===== src/rtl/bmp_pkg.sv =====
// Purpose: Shared constants and types for the single-wire battery monitor register port
// Assumes: 20 MHz system clock
// Notes:   Times are in microseconds; cycle counts derive from them
package bmp_pkg;

    localparam int CLK_MHZ              = 20;
    // Line timing, microseconds
    localparam int BIT_THRESHOLD_US     = 100;
    localparam int BREAK_US             = 190;
    localparam int BREAK_RECOVERY_US    = 40;
    localparam int DEVICE_START_LOW_US  = 40;
    localparam int DEVICE_DATA_HOLD_US  = 100;
    localparam int DEVICE_BIT_CYCLE_US  = 200;
    localparam int TURNAROUND_US        = 200;

    localparam int CNT_W = 13;
    localparam logic [CNT_W-1:0] BIT_THRESH_CYC = CNT_W'(BIT_THRESHOLD_US * CLK_MHZ);
    localparam logic [CNT_W-1:0] BREAK_CYC      = CNT_W'(BREAK_US * CLK_MHZ);
    localparam logic [CNT_W-1:0] RECOVERY_CYC   = CNT_W'(BREAK_RECOVERY_US * CLK_MHZ);
    localparam logic [CNT_W-1:0] DEV_LOW_CYC    = CNT_W'(DEVICE_START_LOW_US * CLK_MHZ);
    localparam logic [CNT_W-1:0] DEV_HOLD_CYC   = CNT_W'(DEVICE_DATA_HOLD_US * CLK_MHZ);
    localparam logic [CNT_W-1:0] DEV_CYCLE_CYC  = CNT_W'(DEVICE_BIT_CYCLE_US * CLK_MHZ);
    localparam logic [CNT_W-1:0] TURN_CYC       = CNT_W'(TURNAROUND_US * CLK_MHZ);

    // Register addresses
    localparam logic [6:0] ADDR_RAM_TOP   = 7'h1f;
    localparam logic [6:0] ADDR_FLASH_TOP = 7'h5f;
    localparam logic [6:0] ADDR_FLASH_CMD = 7'h62;
    localparam logic [6:0] ADDR_CLEAR     = 7'h63;
    localparam logic [6:0] ADDR_PROG_DATA = 7'h6f;
    localparam logic [6:0] ADDR_PROG_ADDR = 7'h70;
    localparam logic [6:0] ADDR_VOLT_LOW  = 7'h71;
    localparam logic [6:0] ADDR_VOLT_HIGH = 7'h72;
    localparam logic [6:0] ADDR_ID        = 7'h7f;

    localparam int PAGE_BYTES  = 32;
    localparam int FLASH_BYTES = 96;
    localparam int CLEAR_W     = 5;
    localparam int CLEAR_DISCHARGE      = 0;
    localparam int CLEAR_CHARGE         = 1;
    localparam int CLEAR_SELF_DISCHARGE = 2;
    localparam int CLEAR_DISCHARGE_TIME = 3;
    localparam int CLEAR_CHARGE_TIME    = 4;
    localparam int OFFSET_LSB  = 3;
    localparam logic [7:0] ERASED = 8'hff;

    typedef enum logic [7:0] {
        FC_PROGRAM      = 8'h0f,
        FC_ERASE0       = 8'h40,
        FC_ERASE1       = 8'h41,
        FC_ERASE2       = 8'h42,
        FC_RAM_TO_FLASH = 8'h45,
        FC_FLASH_TO_RAM = 8'h48,
        FC_POWER_DOWN   = 8'hf6
    } bmp_flash_cmd_t;

    typedef enum logic [2:0] {
        ST_IDLE    = 3'b000,
        ST_MEASURE = 3'b001,
        ST_BREAK   = 3'b010,
        ST_RECOVER = 3'b011,
        ST_TURN    = 3'b100,
        ST_TX      = 3'b101
    } bmp_state_t;

    typedef struct packed {
        logic       write;
        logic [6:0] addr;
    } bmp_cmd_t;

endpackage


===== src/rtl/bmp_port.sv =====
// Purpose: Single-wire return-to-one register port with flash command engine
// Assumes: line_in synchronous to clk; external pull-up; line_out/line_oe open drain
// Notes:   Flash and RAM arrays hold no reset; RAM reloads from flash page 0 after reset
`timescale 1ns/100ps

module bmp_port #(
    parameter logic [7:0] ID_CODE = 8'h5a  // Arbitrary identification value
) (
    input  wire logic        clk,
    input  wire logic        rst,
    input  wire logic        line_in,
    output logic             line_out,
    output logic             line_oe,
    input  wire logic [10:0] battery_voltage,
    input  wire logic [4:0]  voltage_offset,
    output logic [4:0]       counter_clear,
    output logic             power_down
);

    bmp_pkg::bmp_state_t             st;
    logic [bmp_pkg::CNT_W-1:0]       cnt;
    logic [7:0]                      shreg;
    logic [2:0]                      bitcnt;
    logic                            data_phase;
    bmp_pkg::bmp_cmd_t               cmd;
    logic [7:0]                      tx_data;
    logic [2:0]                      tx_bit;
    logic [7:0]                      flash_program_data_reg;
    logic [7:0]                      flash_program_address_reg;
    logic [7:0]                      battery_voltage_low_reg;
    logic [7:0]                      battery_voltage_high_reg;
    logic [bmp_pkg::CLEAR_W-1:0]     counter_clear_reg;
    logic                            por_load;
    logic [7:0]                      ram   [bmp_pkg::PAGE_BYTES];
    logic [7:0]                      flash [bmp_pkg::FLASH_BYTES];

    logic                            rise;
    logic                            rx_bit;
    logic [7:0]                      rx_byte;
    logic                            byte_done;
    logic                            wr_en;
    logic                            flash_cmd_wr;
    logic [6:0]                      prog_idx;
    logic                            next_oe;
    logic [7:0]                      rd_data;

    assign rise      = (st == bmp_pkg::ST_MEASURE) && line_in;
    assign rx_bit    = cnt < bmp_pkg::BIT_THRESH_CYC;
    assign rx_byte   = {rx_bit, shreg[7:1]};
    assign byte_done = rise && (bitcnt == 3'd7);
    assign wr_en     = byte_done && data_phase;
    assign flash_cmd_wr = wr_en && (cmd.addr == bmp_pkg::ADDR_FLASH_CMD);
    assign prog_idx  = flash_program_address_reg[6:0];

    // Read mux; write-only and unmapped addresses read zero
    always_comb begin
        rd_data = 8'h00;
        if (cmd.addr <= bmp_pkg::ADDR_RAM_TOP) begin
            rd_data = ram[cmd.addr[4:0]];
        end else if (cmd.addr <= bmp_pkg::ADDR_FLASH_TOP) begin
            rd_data = flash[cmd.addr];
        end else begin
            unique case (cmd.addr)
                bmp_pkg::ADDR_CLEAR:     rd_data = {3'h0, counter_clear_reg};
                bmp_pkg::ADDR_PROG_DATA: rd_data = flash_program_data_reg;
                bmp_pkg::ADDR_PROG_ADDR: rd_data = flash_program_address_reg;
                bmp_pkg::ADDR_VOLT_LOW:  rd_data = battery_voltage_low_reg;
                bmp_pkg::ADDR_VOLT_HIGH: rd_data = battery_voltage_high_reg;
                bmp_pkg::ADDR_ID:   rd_data = ID_CODE;
                default:            rd_data = 8'h00;
            endcase
        end
    end

    // Line state machine: receive, break, turnaround, transmit
    always_ff @(posedge clk or posedge rst) begin
        if (rst) begin
            st         <= bmp_pkg::ST_RECOVER;
            cnt        <= '0;
            shreg      <= 8'h00;
            bitcnt     <= 3'd0;
            data_phase <= 1'b0;
            cmd        <= '0;
            tx_data    <= 8'h00;
            tx_bit     <= 3'd0;
        end else begin
            unique case (st)
                bmp_pkg::ST_IDLE: begin
                    cnt <= '0;
                    if (!line_in) begin
                        st <= bmp_pkg::ST_MEASURE;
                    end
                end
                bmp_pkg::ST_MEASURE: begin
                    if (line_in) begin
                        shreg  <= rx_byte;
                        bitcnt <= bitcnt + 3'd1;
                        cnt    <= '0;
                        st     <= bmp_pkg::ST_IDLE;
                        if (byte_done && !data_phase) begin
                            cmd <= rx_byte;
                            if (rx_byte[7]) begin
                                data_phase <= 1'b1;
                            end else begin
                                tx_data <= 8'h00;
                                st      <= bmp_pkg::ST_TURN;
                            end
                        end else if (byte_done) begin
                            data_phase <= 1'b0;
                        end
                    end else if (cnt == bmp_pkg::BREAK_CYC - 1'b1) begin
                        st <= bmp_pkg::ST_BREAK;
                    end else begin
                        cnt <= cnt + 1'b1;
                    end
                end
                bmp_pkg::ST_BREAK: begin
                    bitcnt     <= 3'd0;
                    data_phase <= 1'b0;
                    cnt        <= '0;
                    if (line_in) begin
                        st <= bmp_pkg::ST_RECOVER;
                    end
                end
                bmp_pkg::ST_RECOVER: begin
                    // Line must stay high for the whole recovery
                    if (!line_in) begin
                        cnt <= '0;
                    end else if (cnt == bmp_pkg::RECOVERY_CYC - 1'b1) begin
                        cnt <= '0;
                        st  <= bmp_pkg::ST_IDLE;
                    end else begin
                        cnt <= cnt + 1'b1;
                    end
                end
                bmp_pkg::ST_TURN: begin
                    tx_data <= rd_data;
                    tx_bit  <= 3'd0;
                    if (cnt == bmp_pkg::TURN_CYC - 1'b1) begin
                        cnt <= '0;
                        st  <= bmp_pkg::ST_TX;
                    end else begin
                        cnt <= cnt + 1'b1;
                    end
                end
                bmp_pkg::ST_TX: begin
                    if (cnt == bmp_pkg::DEV_CYCLE_CYC - 1'b1) begin
                        cnt     <= '0;
                        tx_data <= {1'b0, tx_data[7:1]};
                        tx_bit  <= tx_bit + 3'd1;
                        if (tx_bit == 3'd7) begin
                            bitcnt <= 3'd0;
                            st     <= bmp_pkg::ST_IDLE;
                        end
                    end else begin
                        cnt <= cnt + 1'b1;
                    end
                end
                default: st <= bmp_pkg::ST_IDLE;
            endcase
        end
    end

    // Low for start time; a zero stays low until hold time
    always_comb begin
        next_oe = 1'b0;
        if (st == bmp_pkg::ST_TX) begin
            next_oe = (cnt < bmp_pkg::DEV_LOW_CYC)
                   || (!tx_data[0] && (cnt < bmp_pkg::DEV_HOLD_CYC));
        end
    end

    always_ff @(posedge clk or posedge rst) begin
        if (rst) begin
            line_oe  <= 1'b0;
            line_out <= 1'b0;
        end else begin
            line_oe  <= next_oe;
            line_out <= 1'b0;
        end
    end

    // Host-written registers
    always_ff @(posedge clk or posedge rst) begin
        if (rst) begin
            flash_program_data_reg    <= 8'h00;
            flash_program_address_reg <= 8'h00;
        end else if (wr_en) begin
            if (cmd.addr == bmp_pkg::ADDR_PROG_DATA) begin
                flash_program_data_reg <= rx_byte;
            end
            if (cmd.addr == bmp_pkg::ADDR_PROG_ADDR) begin
                flash_program_address_reg <= rx_byte;
            end
        end
    end

    // Clear bits live one cycle; counter_clear follows counter_clear_reg
    // one cycle later
    always_ff @(posedge clk or posedge rst) begin
        if (rst) begin
            counter_clear_reg <= '0;
            counter_clear     <= '0;
        end else begin
            counter_clear <= counter_clear_reg;
            if (wr_en && cmd.addr == bmp_pkg::ADDR_CLEAR) begin
                counter_clear_reg <= rx_byte[bmp_pkg::CLEAR_W-1:0];
            end else begin
                counter_clear_reg <= '0;
            end
        end
    end

    // Voltage captured while no read is in flight, so a byte is coherent
    always_ff @(posedge clk or posedge rst) begin
        if (rst) begin
            battery_voltage_low_reg  <= 8'h00;
            battery_voltage_high_reg <= 8'h00;
        end else if (st == bmp_pkg::ST_IDLE) begin
            battery_voltage_low_reg  <= battery_voltage[7:0];
            battery_voltage_high_reg <= {voltage_offset, battery_voltage[10:8]};
        end
    end

    always_ff @(posedge clk or posedge rst) begin
        if (rst) begin
            power_down <= 1'b0;
            por_load   <= 1'b1;
        end else begin
            por_load <= 1'b0;
            if (flash_cmd_wr && rx_byte == bmp_pkg::FC_POWER_DOWN) begin
                power_down <= 1'b1;
            end
        end
    end

    // Nonvolatile: no reset; program only clears bits
    always_ff @(posedge clk) begin
        if (flash_cmd_wr) begin
            unique case (rx_byte)
                bmp_pkg::FC_PROGRAM: begin
                    if (prog_idx < 7'(bmp_pkg::FLASH_BYTES)) begin
                        flash[prog_idx] <= flash[prog_idx] & flash_program_data_reg;
                    end
                end
                bmp_pkg::FC_ERASE0, bmp_pkg::FC_ERASE1, bmp_pkg::FC_ERASE2: begin
                    for (int i = 0; i < bmp_pkg::PAGE_BYTES; i++) begin
                        flash[rx_byte[1:0]*bmp_pkg::PAGE_BYTES + i] <= bmp_pkg::ERASED;
                    end
                end
                bmp_pkg::FC_RAM_TO_FLASH: begin
                    for (int i = 0; i < bmp_pkg::PAGE_BYTES; i++) begin
                        flash[i] <= flash[i] & ram[i];
                    end
                end
                default: ;
            endcase
        end
    end

    always_ff @(posedge clk) begin
        if (por_load || (flash_cmd_wr && rx_byte == bmp_pkg::FC_FLASH_TO_RAM)) begin
            for (int i = 0; i < bmp_pkg::PAGE_BYTES; i++) begin
                ram[i] <= flash[i];
            end
        end else if (wr_en && cmd.addr <= bmp_pkg::ADDR_RAM_TOP) begin
            ram[cmd.addr[4:0]] <= rx_byte;
        end
    end
endmodule // bmp_port


===== config.mk =====
export PLATFORM = sky130hd
export DESIGN_NAME = bmp_port
export DESIGN_NICKNAME = d
export VERILOG_FILES = /design/src/rtl/bmp_pkg.sv /design/src/rtl/bmp_port.sv
export SDC_FILE = /design/constraint.sdc
export NUM_CORES = 2
export LEC_CHECK = 0
export BUFFER_PORTS_ARGS = -buffer_cell sky130_fd_sc_hd__buf_4
export CAP_MARGIN = 20
export CORE_UTILIZATION = 45
export DETAILED_ROUTE_END_ITERATION = 12
export PLACE_DENSITY_LB_ADDON = 0.12
export SLEW_MARGIN = 15
export SYNTH_ARGS = -nofsm -noshare
export SYNTH_HDL_FRONTEND = slang
export SYNTH_SLANG_ARGS = --single-unit

===== constraint.sdc =====
create_clock -name clk -period 3.15 [get_ports clk]
set_input_delay 0.1575 -clock clk [delete_from_list [all_inputs] [get_ports clk]]
set_output_delay 0.1575 -clock clk [all_outputs]
set_load 0.02 [all_outputs]

==> results.cfg <==
[run_status]
status = complete, but fails checks
violations = setup timing

[placed_design]
place.gp.congestion = 1.02
pre_cts_ws_ps = -344
dp_hpwl_mm = 155
portBuffers = 25
place_inst = 6757

[floorplanning]
die_h_um = 355
dieArea_mm2 = 0.126
die_w_um = 355
initial_core_util = 0.457
core-area_mm2 = 0.123
num_io_pins = 27
num_rows = 128

[finish]
layout_common_cells = a21oi_1, edfxtp_1, buf_4
final_cells = 7113
nFillCells = 10400
final_common_cell = a21oi_1
largest_reg_flops = 768
reg_top3 = flash (768), ram (256), cnt (13)
final_nets = 5405
top_register = flash
area_growth_pct = 22.9
drive_gt1_frac = 0.316

[power]
p_leak_nw = 25.0
pwr_density_cell_mw_per_mm2 = 455
irDropWorstVdd_mv = 0.478

[logic_synthesis]
synthDistinctLibCells = 87
ys_ff_latch = 1114
ys_async_sr_fraction = 0.0808
synth_edf_count = 528
seq_area_frac_synth = 0.501
netlist_area_mm2 = 0.0559
synth_ff_type = edfxtp_1
syn_inst = 5023
syn_area_per_cell_um2 = 11.1
synth_warnings = 0

[sta]
post-route-period-util = 1.06
setup_viol = 367
whs_ps = 124
fmax_ghz = 0.299
rsz0062_at_grt = true
drv_slew = 0
final_hold_viol_count = 0
clock_skew_ps = 32.1
worst_slew_pin_slew_ps = 934
fin_crit_ps = 3340
worst_slack_ps = -191
fin_setup_tns_ps = -28560
max_slew_margin = 0.377

[clocking]
cts_buffers = 130
ctsRootBufferMaster = clkbuf_16
clock_latency_ps = 790
clk_pin_slew_ps = 60
cts_max_path_buffers = 3
cts_num_sinks = 1114
ctsHtreeMaxLevel = 4
cts_tree = yes

[flow_run]
maxCapViolations = 0

[worst_setup_path]
r2r_slack_ps = -190
r2r-end = flash[13][4]$_DFFE_PP_
cp_common_cell = buf_12
crit_path_top_delay_cell = dfrtp_4
endpoint_kind = flop
start_kind = flop
cp_max_fo = 8
reg2reg_depth = 13
crit_chain = buf_12 > buf_12 > buf_12 > buf_4 > mux4_2 > nand2_1 > nand4_1 > nand4_1 > buf_4 > and4b_4 > buf_12 > buf_16 > nor2_2
cpPeakStageDelay_ps = 540
crit_type = flop to flop
worstReg2RegStart = flash_program_address_reg[0]$_DFFE_PP0P_
cp.required_ps = 3670
arrival_ps = 3860

[min_path]
hp-class = primary input to asynchronous set/reset pin

[drt]
wire_per_inst_um = 33.3
vias_per_cell = 6.70
route.detailed.drc = 0
drtIter0Drc = 7773
vias = 47700
ant_nets = 0
routed_wl_mm = 237
first_pass_iters = 8

[grt]
grt_max_degree = 74
antenna_found_initial = 6
grt_overflow_total = 0
grt_pass1_wl_mm = 327
grt_use_total = 0.360
grt_pass1_vias = 44100
critical path, delay by kind of cell (launching register included):
kind / cells / cell delay (ps)
flip-flops: 1 / 540
AND/OR/NAND/NOR: 5 / 880
buffers and inverters: 7 / 1110
multiplexers: 1 / 480
worst max-delay path by stage:
stage | start | cells after the start | endpoint
floorplan | cmd[4]$_DFFE_PP0P_ | 9 | flash[15][0]$_DFFE_PP_
global placement | flash_program_address_reg[0]$_DFFE_PP0P_ | 10 | flash[14][2]$_DFFE_PP_
detailed placement | flash_program_address_reg[0]$_DFFE_PP0P_ | 10 | flash[27][2]$_DFFE_PP_
CTS | flash_program_address_reg[1]$_DFFE_PP0P_ | 12 | flash[8][7]$_DFFE_PP_
global route | flash_program_address_reg[0]$_DFFE_PP0P_ | 13 | flash[9][2]$_DFFE_PP_
finish | flash_program_address_reg[0]$_DFFE_PP0P_ | 13 | flash[13][4]$_DFFE_PP_
stage by stage:
stage               cell area (um2)  total power [mW]   util
detailed placement            61500              16.0  0.502
global placement              61500              16.0  0.502
finish                        68700              31.2  0.561
CTS                           66900              31.3  0.546
global route                  68700              31.9  0.561
floorplan                     55900              15.8      -
layer usage:
metal  vias up  global-route usage  routed length, um
li1      19800                   -                  -
met1     23800               0.499              91300
met2      3410               0.521             101000
met3       628               0.101              32400
met4         6               0.170              12500
met5         -                   0                 33
timing repair:
action / CTS / global route
gates cloned: 13 / 19
resized for setup: 90 / 233
hold buffers: 18 / 0
endpoints found under the hold margin: 87 / 0
pin swaps: 21 / 38
buffers inserted: 14 / 60
setup endpoints to repair: 596 / 832
where the power goes:
| group | switching [mW] | internal (mW) | total (mW) |
|---|---|---|---|
| logic | 0.232 | 0.125 | 0.357 |
| registers | 0.0902 | 15.2 | 15.3 |
| clock network | 6.51 | 9.03 | 15.5 |
| total | 6.83 | 24.4 | 31.2 |
cell usage after synthesis (8+ instances only):
cell type / count / share of area
o211ai_1: 16 / 0.0021
inv_1: 21 / 0.0014
nor2_1: 265 / 0.018
nor4_1: 8 / 0.00089
a211oi_1: 18 / 0.0024
buf_2: 235 / 0.021
buf_1: 16 / 0.0011
a221oi_1: 17 / 0.0027
edfxtp_1: 528 / 0.28
and3_1: 14 / 0.0016
nand2_1: 477 / 0.032
nand2b_1: 13 / 0.0015
a31oi_1: 16 / 0.0018
o221ai_1: 14 / 0.0022
mux4_2: 360 / 0.14
o21ai_0: 192 / 0.017
clkbuf_1: 186 / 0.012
and2_1: 17 / 0.0019
mux2i_1: 103 / 0.018
mux2_2: 228 / 0.046
dfxtp_1: 496 / 0.18
nor2b_1: 18 / 0.0020
o22ai_1: 57 / 0.0064
a22oi_1: 23 / 0.0031
nor3_1: 517 / 0.046
nand3_1: 261 / 0.023
buf_4: 45 / 0.0060
a21oi_1: 568 / 0.051
nand4_1: 45 / 0.0050
dfrtp_1: 87 / 0.039
layout make-up:
cell class | count | area [um2] | area share
Inverter | 24 | 92.6 | 0.00135
Multi-Input combinational cell | 3397 | 26500 | 0.386
Sequential cell | 1114 | 28100 | 0.409
Clock inverter | 64 | 649 | 0.00945
Timing Repair Buffer | 714 | 7660 | 0.112
Antenna cell | 2 | 5.00 | 0.0000728
Clock buffer | 173 | 3660 | 0.0533
Tap cell | 1625 | 2030 | 0.0296
cells by family (layout without fill, tap and decap cells):
group | count (synthesis) | count (layout) | share of synthesized area
compound gates | 993 | 993 | 0.101
fa+ha+maj | 5 | 5 | 0.00112
mux | 691 | 691 | 0.209
xor+xnor | 4 | 4 | 0.000626
flops | 1114 | 1114 | 0.501
buf+inv | 513 | 975 | 0.0436
other cells | 1 | 4 | 0.0000670
simple gates | 1702 | 1702 | 0.143
Note: power is estimated with default switching activity, not from simulation.
